**src/smx_pkg.sv**
```systemverilog
// constants shared by the shift/move execute block and its pointer stepper
// assumes a single core clock and an external data memory with same-cycle read
package smx_pkg;

  // instruction codes presented by decode on INSTR_OP
  localparam logic [2:0] OP_NONE        = 3'h0;
  localparam logic [2:0] OP_LSR         = 3'h1;
  localparam logic [2:0] OP_FILE_MOVE   = 3'h2;
  localparam logic [2:0] OP_IND_LOAD    = 3'h3;
  localparam logic [2:0] OP_BANK_LIT    = 3'h4;
  localparam logic [2:0] OP_PAGE_LIT    = 3'h5;
  localparam logic [2:0] OP_W_LIT       = 3'h6;

  // pointer update modes of the indirect load
  localparam logic [1:0] MODE_PRE_INC   = 2'h0;
  localparam logic [1:0] MODE_PRE_DEC   = 2'h1;
  localparam logic [1:0] MODE_POST_INC  = 2'h2;
  localparam logic [1:0] MODE_POST_DEC  = 2'h3;
  localparam int         MODE_DEC_BIT   = 0;
  localparam int         MODE_POST_BIT  = 1;

  // file addresses of the two indirect windows
  localparam logic [6:0] WIN0_FILE      = 7'h00;
  localparam logic [6:0] WIN1_FILE      = 7'h01;

  // operand field widths
  localparam int         FILE_W         = 7;
  localparam int         BANK_W         = 5;
  localparam int         PAGE_W         = 7;
  localparam int         OFS_W          = 6;

  // register port offsets
  localparam logic [3:0] REG_W          = 4'h0;
  localparam logic [3:0] REG_STATUS     = 4'h1;
  localparam logic [3:0] REG_BANK       = 4'h2;
  localparam logic [3:0] REG_PAGE       = 4'h3;
  localparam logic [3:0] REG_FP0_LO     = 4'h4;
  localparam logic [3:0] REG_FP0_HI     = 4'h5;
  localparam logic [3:0] REG_FP1_LO     = 4'h6;
  localparam logic [3:0] REG_FP1_HI     = 4'h7;
  localparam logic [3:0] REG_RETIRED    = 4'h8;

  // status field positions
  localparam int         STAT_C_BIT     = 0;
  localparam int         STAT_Z_BIT     = 1;

  // reset values
  localparam logic [7:0] W_RST          = 8'h00;
  localparam logic       C_RST          = 1'b0;
  localparam logic       Z_RST          = 1'b0;
  localparam logic [4:0] BANK_RST       = 5'h00;
  localparam logic [6:0] PAGE_RST       = 7'h00;
  localparam logic [7:0] RETIRED_RST    = 8'h00;

endpackage

```
**src/smx_ptr_step.sv**
```systemverilog
// one file pointer stepper: effective address and pointer after an indirect load
// assumes the caller holds the pointer register and picks which stepper applies
`timescale 1ns/1ps
module smx_ptr_step #(
  parameter int PTR_W = 16
) (
  input  wire logic [PTR_W-1:0]             ptr,
  input  wire logic [1:0]                   mode,
  input  wire logic                         rel,
  input  wire logic [smx_pkg::OFS_W-1:0]    offset,
  output logic      [PTR_W-1:0]             eff_addr,
  output logic      [PTR_W-1:0]             ptr_next
);

  logic [PTR_W-1:0] ptr_inc;
  logic [PTR_W-1:0] ptr_dec;
  logic [PTR_W-1:0] ptr_ofs;
  logic [PTR_W-1:0] ofs_ext;
  logic [PTR_W-1:0] ptr_step;

  // the offset sign extension needs room above the offset field
  if (PTR_W <= smx_pkg::OFS_W) begin : g_bad_ptr_w
    $error("smx_ptr_step: PTR_W must exceed OFS_W");
  end

  // natural modulo arithmetic gives the wrap at both ends
  assign ptr_inc  = ptr + PTR_W'(1);
  assign ptr_dec  = ptr - PTR_W'(1);
  assign ofs_ext  = {{(PTR_W-smx_pkg::OFS_W){offset[smx_pkg::OFS_W-1]}}, offset};
  assign ptr_ofs  = ptr + ofs_ext;
  assign ptr_step = mode[smx_pkg::MODE_DEC_BIT] ? ptr_dec : ptr_inc;

  // pre modes access the stepped value, post modes the old one
  assign eff_addr = rel ? ptr_ofs :
                    (mode[smx_pkg::MODE_POST_BIT] ? ptr : ptr_step);
  assign ptr_next = rel ? ptr : ptr_step;

endmodule

```
**src/smx_core.sv**
```systemverilog
// execute stage for shift, file move, indirect load and literal load instructions
// assumes decode presents one instruction per cycle and data memory reads in the same cycle
`timescale 1ns/1ps
module smx_core #(
  parameter int PTR_W = 16
) (
  input  wire logic                         CLK,
  input  wire logic                         RST_B,
  input  wire logic                         INSTR_VALID,
  input  wire logic [2:0]                   INSTR_OP,
  input  wire logic                         INSTR_DEST,
  input  wire logic [smx_pkg::FILE_W-1:0]   INSTR_FILE,
  input  wire logic [7:0]                   INSTR_LIT,
  input  wire logic                         INSTR_PTR_SEL,
  input  wire logic                         INSTR_REL,
  input  wire logic [1:0]                   INSTR_MODE,
  output logic                              INSTR_DONE,
  output logic      [PTR_W-1:0]             MEM_RADDR,
  input  wire logic [7:0]                   MEM_RDATA,
  output logic                              MEM_WE,
  output logic      [PTR_W-1:0]             MEM_WADDR,
  output logic      [7:0]                   MEM_WDATA,
  output logic      [7:0]                   W_OUT,
  output logic                              C_FLAG,
  output logic                              Z_FLAG,
  output logic      [smx_pkg::BANK_W-1:0]   BANK_OUT,
  output logic      [smx_pkg::PAGE_W-1:0]   PAGE_OUT,
  input  wire logic [3:0]                   REG_ADDR,
  input  wire logic [7:0]                   REG_WDATA,
  input  wire logic                         REG_WR,
  input  wire logic                         REG_RD,
  output logic      [7:0]                   REG_RDATA
);

  if (PTR_W != 16) begin : g_bad_ptr_w
    $error("smx_core: PTR_W must be 16");
  end

  // reset release through two flops
  logic rst_meta_reg;
  logic rst_n;

  always_ff @(posedge CLK or negedge RST_B) begin
    if (!RST_B) begin
      rst_meta_reg <= 1'b0;
      rst_n        <= 1'b0;
    end else begin
      rst_meta_reg <= 1'b1;
      rst_n        <= rst_meta_reg;
    end
  end

  logic [7:0]                 w_reg;
  logic [7:0]                 w_next;
  logic                       c_reg;
  logic                       c_next;
  logic                       z_reg;
  logic                       z_next;
  logic [smx_pkg::BANK_W-1:0] bank_reg;
  logic [smx_pkg::BANK_W-1:0] bank_next;
  logic [smx_pkg::PAGE_W-1:0] page_reg;
  logic [smx_pkg::PAGE_W-1:0] page_next;
  logic [PTR_W-1:0]           fp0_reg;
  logic [PTR_W-1:0]           fp0_next;
  logic [PTR_W-1:0]           fp1_reg;
  logic [PTR_W-1:0]           fp1_next;
  logic [7:0]                 retired_reg;
  logic [7:0]                 retired_next;
  logic                       done_reg;
  logic                       mem_we_reg;
  logic [PTR_W-1:0]           mem_waddr_reg;
  logic [7:0]                 mem_wdata_reg;
  logic [7:0]                 rdata_reg;
  logic [7:0]                 rdata_next;

  // instruction decode
  wire is_lsr  = INSTR_VALID && (INSTR_OP == smx_pkg::OP_LSR);
  wire is_mov  = INSTR_VALID && (INSTR_OP == smx_pkg::OP_FILE_MOVE);
  wire is_ind  = INSTR_VALID && (INSTR_OP == smx_pkg::OP_IND_LOAD);
  wire is_bank = INSTR_VALID && (INSTR_OP == smx_pkg::OP_BANK_LIT);
  wire is_page = INSTR_VALID && (INSTR_OP == smx_pkg::OP_PAGE_LIT);
  wire is_wlit = INSTR_VALID && (INSTR_OP == smx_pkg::OP_W_LIT);
  wire is_file = is_lsr || is_mov;
  wire is_known = is_file || is_ind || is_bank || is_page || is_wlit;

  // register port write decode
  wire wr_w      = REG_WR && (REG_ADDR == smx_pkg::REG_W);
  wire wr_status = REG_WR && (REG_ADDR == smx_pkg::REG_STATUS);
  wire wr_bank   = REG_WR && (REG_ADDR == smx_pkg::REG_BANK);
  wire wr_page   = REG_WR && (REG_ADDR == smx_pkg::REG_PAGE);
  wire wr_fp0_lo = REG_WR && (REG_ADDR == smx_pkg::REG_FP0_LO);
  wire wr_fp0_hi = REG_WR && (REG_ADDR == smx_pkg::REG_FP0_HI);
  wire wr_fp1_lo = REG_WR && (REG_ADDR == smx_pkg::REG_FP1_LO);
  wire wr_fp1_hi = REG_WR && (REG_ADDR == smx_pkg::REG_FP1_HI);
  wire wr_fp0    = wr_fp0_lo || wr_fp0_hi;
  wire wr_fp1    = wr_fp1_lo || wr_fp1_hi;

  // pointer steppers, one per file pointer
  logic [PTR_W-1:0] eff0;
  logic [PTR_W-1:0] eff1;
  logic [PTR_W-1:0] step0;
  logic [PTR_W-1:0] step1;

  smx_ptr_step #(.PTR_W(PTR_W)) u_step0 (
    .ptr      (fp0_reg),
    .mode     (INSTR_MODE),
    .rel      (INSTR_REL),
    .offset   (INSTR_LIT[smx_pkg::OFS_W-1:0]),
    .eff_addr (eff0),
    .ptr_next (step0)
  );

  smx_ptr_step #(.PTR_W(PTR_W)) u_step1 (
    .ptr      (fp1_reg),
    .mode     (INSTR_MODE),
    .rel      (INSTR_REL),
    .offset   (INSTR_LIT[smx_pkg::OFS_W-1:0]),
    .eff_addr (eff1),
    .ptr_next (step1)
  );

  // direct addressing: bank select above the 7-bit file field
  wire [PTR_W-1:0] direct_addr =
    PTR_W'({bank_reg, INSTR_FILE});
  wire win0 = (INSTR_FILE == smx_pkg::WIN0_FILE);
  wire win1 = (INSTR_FILE == smx_pkg::WIN1_FILE);
  // window registers hold nothing; the pointer's target is used instead
  wire [PTR_W-1:0] file_addr = win0 ? fp0_reg :
                               win1 ? fp1_reg : direct_addr;
  wire [PTR_W-1:0] ind_addr  = INSTR_PTR_SEL ? eff1 : eff0;

  assign MEM_RADDR = is_ind ? ind_addr : file_addr;

  // results
  wire [7:0] lsr_result  = {1'b0, MEM_RDATA[7:1]};
  wire [7:0] file_result = is_lsr ? lsr_result : MEM_RDATA;
  wire       file_to_w   = is_file && !INSTR_DEST;
  wire       file_to_f   = is_file && INSTR_DEST;
  wire       result_zero = (is_ind ? MEM_RDATA : file_result) == 8'h00;

  // W: register port write wins over the instruction in the same cycle
  always_comb begin
    w_next = w_reg;
    if (wr_w) begin
      w_next = REG_WDATA;
    end else if (file_to_w) begin
      w_next = file_result;
    end else if (is_ind) begin
      w_next = MEM_RDATA;
    end else if (is_wlit) begin
      w_next = INSTR_LIT;
    end
  end

  // flags: literal loads never reach here, so they keep C and Z
  always_comb begin
    c_next = c_reg;
    z_next = z_reg;
    if (wr_status) begin
      c_next = REG_WDATA[smx_pkg::STAT_C_BIT];
      z_next = REG_WDATA[smx_pkg::STAT_Z_BIT];
    end else if (is_lsr) begin
      c_next = MEM_RDATA[0];
      z_next = result_zero;
    end else if (is_mov || is_ind) begin
      z_next = result_zero;
    end
  end

  assign bank_next = wr_bank ? REG_WDATA[smx_pkg::BANK_W-1:0] :
                     is_bank ? INSTR_LIT[smx_pkg::BANK_W-1:0] : bank_reg;
  assign page_next = wr_page ? REG_WDATA[smx_pkg::PAGE_W-1:0] :
                     is_page ? INSTR_LIT[smx_pkg::PAGE_W-1:0] : page_reg;

  // pointers: byte writes from the port, else the stepper result
  always_comb begin
    fp0_next = fp0_reg;
    fp1_next = fp1_reg;
    if (wr_fp0_lo) begin
      fp0_next = {fp0_reg[PTR_W-1:8], REG_WDATA};
    end else if (wr_fp0_hi) begin
      fp0_next = {REG_WDATA, fp0_reg[7:0]};
    end else if (is_ind && !INSTR_PTR_SEL) begin
      fp0_next = step0;
    end
    if (wr_fp1_lo) begin
      fp1_next = {fp1_reg[PTR_W-1:8], REG_WDATA};
    end else if (wr_fp1_hi) begin
      fp1_next = {REG_WDATA, fp1_reg[7:0]};
    end else if (is_ind && INSTR_PTR_SEL) begin
      fp1_next = step1;
    end
  end

  assign retired_next = is_known ? retired_reg + 8'h01 : retired_reg;

  // read mux, unmapped offsets read zero
  assign rdata_next =
    !REG_RD                            ? 8'h00 :
    (REG_ADDR == smx_pkg::REG_W)       ? w_reg :
    (REG_ADDR == smx_pkg::REG_STATUS)  ? {6'h00, z_reg, c_reg} :
    (REG_ADDR == smx_pkg::REG_BANK)    ? {3'h0, bank_reg} :
    (REG_ADDR == smx_pkg::REG_PAGE)    ? {1'b0, page_reg} :
    (REG_ADDR == smx_pkg::REG_FP0_LO)  ? fp0_reg[7:0] :
    (REG_ADDR == smx_pkg::REG_FP0_HI)  ? fp0_reg[15:8] :
    (REG_ADDR == smx_pkg::REG_FP1_LO)  ? fp1_reg[7:0] :
    (REG_ADDR == smx_pkg::REG_FP1_HI)  ? fp1_reg[15:8] :
    (REG_ADDR == smx_pkg::REG_RETIRED) ? retired_reg : 8'h00;

  always_ff @(posedge CLK or negedge rst_n) begin
    if (!rst_n) begin
      w_reg       <= smx_pkg::W_RST;
      c_reg       <= smx_pkg::C_RST;
      z_reg       <= smx_pkg::Z_RST;
      bank_reg    <= smx_pkg::BANK_RST;
      page_reg    <= smx_pkg::PAGE_RST;
      fp0_reg     <= '0;
      fp1_reg     <= '0;
      retired_reg <= smx_pkg::RETIRED_RST;
      rdata_reg   <= 8'h00;
    end else begin
      w_reg       <= w_next;
      c_reg       <= c_next;
      z_reg       <= z_next;
      bank_reg    <= bank_next;
      page_reg    <= page_next;
      fp0_reg     <= fp0_next;
      fp1_reg     <= fp1_next;
      retired_reg <= retired_next;
      rdata_reg   <= rdata_next;
    end
  end

  // write-back issued one cycle later so memory sees stable data;
  // no stall needed because the read already happened this cycle
  always_ff @(posedge CLK or negedge rst_n) begin
    if (!rst_n) begin
      done_reg      <= 1'b0;
      mem_we_reg    <= 1'b0;
      mem_waddr_reg <= '0;
      mem_wdata_reg <= 8'h00;
    end else begin
      done_reg      <= is_known;
      mem_we_reg    <= file_to_f;
      mem_waddr_reg <= file_addr;
      mem_wdata_reg <= file_result;
    end
  end

  assign INSTR_DONE = done_reg;
  assign MEM_WE     = mem_we_reg;
  assign MEM_WADDR  = mem_waddr_reg;
  assign MEM_WDATA  = mem_wdata_reg;
  assign W_OUT      = w_reg;
  assign C_FLAG     = c_reg;
  assign Z_FLAG     = z_reg;
  assign BANK_OUT   = bank_reg;
  assign PAGE_OUT   = page_reg;
  assign REG_RDATA  = rdata_reg;

  // checks
  chk_lsr_shift_dest: assert property (
    @(posedge CLK) disable iff (!rst_n)
    is_lsr && INSTR_DEST |=> MEM_WE && MEM_WDATA == {1'b0, $past(MEM_RDATA[7:1])})
    else $error("shift write-back value wrong");

  chk_lsr_carry_out: assert property (
    @(posedge CLK) disable iff (!rst_n)
    is_lsr && !wr_status |=> C_FLAG == $past(MEM_RDATA[0]))
    else $error("shift carry not bit 0");

  chk_lsr_to_w: assert property (
    @(posedge CLK) disable iff (!rst_n)
    is_lsr && !INSTR_DEST && !wr_w |=> !MEM_WE && W_OUT[7] == 1'b0 &&
      W_OUT[6:0] == $past(MEM_RDATA[7:1]))
    else $error("shift to W wrong");

  chk_move_zero_test: assert property (
    @(posedge CLK) disable iff (!rst_n)
    is_mov && !wr_status |=> Z_FLAG == ($past(MEM_RDATA) == 8'h00))
    else $error("move zero flag wrong");

  chk_move_rewrite: assert property (
    @(posedge CLK) disable iff (!rst_n)
    is_mov && INSTR_DEST && !wr_w |=> MEM_WADDR == $past(MEM_RADDR) &&
      MEM_WDATA == $past(MEM_RDATA) && $stable(W_OUT))
    else $error("move rewrite wrong");

  chk_window_redirect: assert property (
    @(posedge CLK) disable iff (!rst_n)
    is_file && INSTR_FILE == smx_pkg::WIN1_FILE |-> MEM_RADDR == fp1_reg)
    else $error("window not redirected");

  chk_ind_pre_inc: assert property (
    @(posedge CLK) disable iff (!rst_n)
    is_ind && !INSTR_REL && !INSTR_PTR_SEL && INSTR_MODE == smx_pkg::MODE_PRE_INC
      |-> MEM_RADDR == PTR_W'(fp0_reg + 1'b1))
    else $error("pre-increment address wrong");

  chk_ind_post_dec: assert property (
    @(posedge CLK) disable iff (!rst_n)
    is_ind && !INSTR_REL && INSTR_PTR_SEL && !wr_fp1 &&
      INSTR_MODE == smx_pkg::MODE_POST_DEC
      |-> MEM_RADDR == fp1_reg ##1 fp1_reg == PTR_W'($past(fp1_reg) - 1'b1))
    else $error("post-decrement step wrong");

  chk_ind_rel_hold: assert property (
    @(posedge CLK) disable iff (!rst_n)
    is_ind && INSTR_REL && !wr_fp0 && !wr_fp1 |=> $stable(fp0_reg) && $stable(fp1_reg))
    else $error("relative form moved pointer");

  chk_ind_load_w: assert property (
    @(posedge CLK) disable iff (!rst_n)
    is_ind && !wr_w && !wr_status |=> W_OUT == $past(MEM_RDATA) &&
      Z_FLAG == (W_OUT == 8'h00))
    else $error("indirect load result wrong");

  chk_literal_flags: assert property (
    @(posedge CLK) disable iff (!rst_n)
    (is_bank || is_page || is_wlit) && !wr_status |=> $stable(C_FLAG) && $stable(Z_FLAG))
    else $error("literal load touched flags");

  chk_literal_bank: assert property (
    @(posedge CLK) disable iff (!rst_n)
    is_bank && !wr_bank |=> BANK_OUT == $past(INSTR_LIT[smx_pkg::BANK_W-1:0]))
    else $error("bank literal not loaded");

  chk_literal_w: assert property (
    @(posedge CLK) disable iff (!rst_n)
    is_wlit && !wr_w |=> W_OUT == $past(INSTR_LIT))
    else $error("W literal not loaded");

  chk_single_cycle: assert property (
    @(posedge CLK) disable iff (!rst_n)
    is_known |=> INSTR_DONE)
    else $error("instruction not done in one cycle");

endmodule

```
**config.mk**
```make
export PLATFORM = sky130hd
export DESIGN_NAME = smx_core
export DESIGN_NICKNAME = d
export VERILOG_FILES = /design/src/smx_pkg.sv /design/src/smx_ptr_step.sv /design/src/smx_core.sv
export SDC_FILE = /design/constraint.sdc
export NUM_CORES = 1
export LEC_CHECK = 0
export BUFFER_PORTS_ARGS = -buffer_cell sky130_fd_sc_hd__clkbuf_2
export CELL_PAD_IN_SITES_DETAIL_PLACEMENT = 1
export CELL_PAD_IN_SITES_GLOBAL_PLACEMENT = 1
export CORE_MARGIN = 1.5
export CORE_UTILIZATION = 41
export CTS_BUF_LIST = sky130_fd_sc_hd__clkbuf_8
export CTS_CLUSTER_SIZE = 28
export DETAILED_ROUTE_END_ITERATION = 12
export PLACE_DENSITY = 0.83
export SLEW_MARGIN = 0
export SYNTH_ARGS = -nofsm -noshare
export SYNTH_HDL_FRONTEND = slang
export SYNTH_SLANG_ARGS = --single-unit
```
**constraint.sdc**
```tcl
create_clock -name CLK -period 3 [get_ports CLK]
set_clock_uncertainty 0.15 [all_clocks]
set_input_delay 0.45 -clock CLK [delete_from_list [all_inputs] [get_ports CLK]]
set_output_delay 0.45 -clock CLK [all_outputs]
set_load 0.03 [all_outputs]
```
==> impl_metrics.csv <==
group,metric,value,unit
status,outcome,"complete, but fails checks",
status,violations,"negative setup slack",
placement,place_hpwl,28600,µm
placement,gp_congestion,0.956,
placement,placedInstanceArea,10800,µm²
global_routing,grt_pass1_wl,57100,µm
die,num_rows,52,
worst_setup_path,required,2.40,ns
cts,cts_made_buffers,9,
cells_and_area,design_area,11800,µm²
yosys,ys_seq_area_frac,0.293,
power_and_ir_drop,p_sw_frac,0.484,
yosys,synthArstFlopShare,1.00,
sta,slew_violations,0,
cts,clk_path_buf_depth,2,
worst_setup_path,endpoint,"MEM_RADDR[14]",
cells_and_area,diodes,0,
route,route.detailed.wl_per_inst,26.3,µm
worst_setup_path,r2r-end,"fp0_reg[13]",
cts,cts_tree,"built",
cts,cts_num_sinks,98,
yosys,synth_area_per_cell,8.42,µm²
cts,path_clk_slew,0.12,ns
sta,rsz0062_at_grt,"yes",
route,vias_per_cell,6.41,
yosys,netlist.area_leader.share,0.293,
cts,htreeDepth,3,
yosys,syn-cell-area,8380,µm²
cts,clk_latency,0.41,ns
power_and_ir_drop,power_frac_seq,0.200,
worst_setup_path,critPathKind,"flop to output pin",
sta,period_needed,4.29,ns
route,antenna_left,0,
worst_setup_path,timing.rr.start,"fp0_reg[8]",
global_routing,grt_pass1_vias,9990,
sta,max_freq,0.233,GHz
route,wl,41200,µm
flow_run,cap_violations,0,
sta,slew-limit-headroom,0.223,
worst_setup_path,worstPathMaxFanout,3,
worst_setup_path,r2r_cells,11,
worst_hold_path,holdPathStages,2,
worst_hold_path,hold_class,"input port to flop",
yosys,ys_types,69,
sta,post-route-period-util,1.43,
sta,setup_violations,14,
die,ioPinCount,120,
yosys,synth_seq_cells,98,
power_and_ir_drop,switchingPower,4.94,mW
route,dr.pass1.iters,8,
power_and_ir_drop,powerDensity,868,nW/µm²
cells_and_area,mostFrequentLayoutCell,"buf_4",
global_routing,antenna_found_initial,0,
power_and_ir_drop,p_leak,5.49,nW
yosys,synth_edf_count,0,
worst_setup_path,worstSetupStartpointType,"flop",
die,coreArea,20100,µm²
sta,worst_slack,-1.29,ns
die,die_h,146,µm
cts,cts_root_buffer,"clkbuf_8",
cells_and_area,area_delta_synth_final,40.5,%
worst_setup_path,startpoint,"fp0_reg[8]",
route,vias,10000,
placement,port_buffers,119,
power_and_ir_drop,p_int,5.27,mW
die,die_area,21300,µm²
sta,holdWs,0.127,ns
yosys,ys_warn_count,0,
die,die_x,146,µm
die,start_util,0.417,
global_routing,grt-ovfl-total,0,
sta,hold_viol,0,
yosys,yosys.area.top_type,"dfrtp_1",
power_and_ir_drop,comb_power_share,0.710,
cells_and_area,fillers,2364,
worst_setup_path,crit_arrival,3.69,ns
route,drc,0,
power_and_ir_drop,p_clk_frac,0.090,
yosys,synth-main-ff-cell,"dfrtp_1",
cells_and_area,final_net_count,1402,
worst_setup_path,r2r_slack,0.04,ns
cells_and_area,drive_gt1_frac,0.356,
yosys,syn_inst,995,
global_routing,grt_max_degree,47,
sta,tightest_slew,1.16,ns
global_routing,track_usage,0.351,
worst_setup_path,end_kind,"output pin",
cells_and_area,final_cell_mix,"200 x buf_4, 115 x nand2_1, 103 x clkbuf_2",
route,drtIter0Drc,1295,
yosys,syn_nets,1106,
yosys,synth_top_cells_by_area,"dfrtp_1 29%, ha_1 8.8%, mux2i_1 7.1%, a21oi_1 5.8%, nand2_1 5.2%",
power_and_ir_drop,ir_drop,477,µV
## routing by layer
metal | GRT usage | vias to the layer above | part of all wire
met4 | 0.198 | 0 | 0.074
li1 | - | 4255 | -
met2 | 0.569 | 667 | 0.45
met3 | 0.0727 | 233 | 0.098
met5 | 0 | - | 0
met1 | 0.435 | 4882 | 0.37
## cell type report
type,instances,area (µm²),share of cell area
multi-input combinational,831,6310,0.536
sequential,98,2470,0.210
clock buffer,10,138,0.0117
clock inverter,6,55.1,0.00468
inverter,21,78.8,0.00670
tap,270,338,0.0287
timing repair buffer,330,2380,0.202
## logic make-up (layout without fill, tap and decap cells)
| family | Yosys count | after routing | synth area share |
|---|---|---|---|
| compound gates | 328 | 328 | 0.249 |
| xor+xnor | 68 | 68 | 0.0711 |
| fa+ha+maj | 63 | 63 | 0.0977 |
| buf+inv | 66 | 367 | 0.0311 |
| flops | 98 | 98 | 0.293 |
| mux | 71 | 71 | 0.0974 |
| other cells | 1 | 1 | 0.000448 |
| simple gates | 300 | 300 | 0.161 |
## synth_stat cells (all sizes together) (13+ instances only)
library cell	instances
a211oi	20
a21o	18
a21oi	98
a22oi	15
a31oi	13
clkbuf	34
dfrtp	98
ha	59
inv	21
mux2i	59
nand2	116
nand3	14
nor2	91
nor3	17
o21ai	81
o22ai	13
xnor2	30
xor2	38
## how the worst min path moves through the flow
| stage | from | end | slack, ns |
|---|---|---|---|
| floorplan | RST_B | rst_meta_reg | 0.004 |
| finish | INSTR_DEST | MEM_WE | 0.13 |
| global route | INSTR_DEST | MEM_WE | 0.12 |
| global placement | RST_B | rst_meta_reg | 0.09 |
| detailed placement | RST_B | rst_n | 0.09 |
| CTS | INSTR_DEST | MEM_WE | 0.13 |
## worst max-delay path, stage by stage (launching register included)
cell      delay [ns]
dfrtp_1         0.46
ha_1            0.35
a211oi_1        0.40
o21bai_1        0.26
a21oi_1         0.25
o21ai_0         0.17
buf_4           0.17
a31oi_1         0.19
xnor2_1         0.12
mux2_2          0.28
o211ai_1        0.23
o211ai_1        0.17
buf_4           0.20
## power by group through the flow
| stage | Sequential [mW] | Combinational, mW | Clock (mW) |
|---|---|---|---|
| floorplan | 2.23 | 3.13 | 0 |
| global placement | 2.03 | 5.76 | 0 |
| detailed placement | 2.05 | 6.02 | 0 |
| CTS | 2.02 | 6.36 | 0.922 |
| global route | 2.06 | 7.60 | 0.964 |
| finish | 2.04 | 7.25 | 0.920 |
## through the flow
step,TNS (ns),setup slack [ns],power [mW],instances,utilization
after floorplan,-0.928,-0.326,5.36,995,-
after global placement,-10.38,-0.853,7.79,1528,0.538
after detailed placement,-11.24,-0.906,8.07,1528,0.538
after CTS,-11.94,-1.02,9.30,1555,0.563
after global routing,-13.37,-1.30,10.6,1566,0.585
final,-12.44,-1.29,10.2,1566,0.585
## timing repair
| action | 4_1_cts | 5_1_grt |
|---|---|---|
| pin swaps | 27 | 63 |
| setup endpoints to repair | 15 | 19 |
| hold endpoints to repair | 2 | 0 |
| cloned | 0 | 0 |
| gates resized for setup | 50 | 85 |
| hold buffers | 1 | 0 |
| buffers inserted | 12 | 19 |
Note: power is estimated with default switching activity, not from simulation.
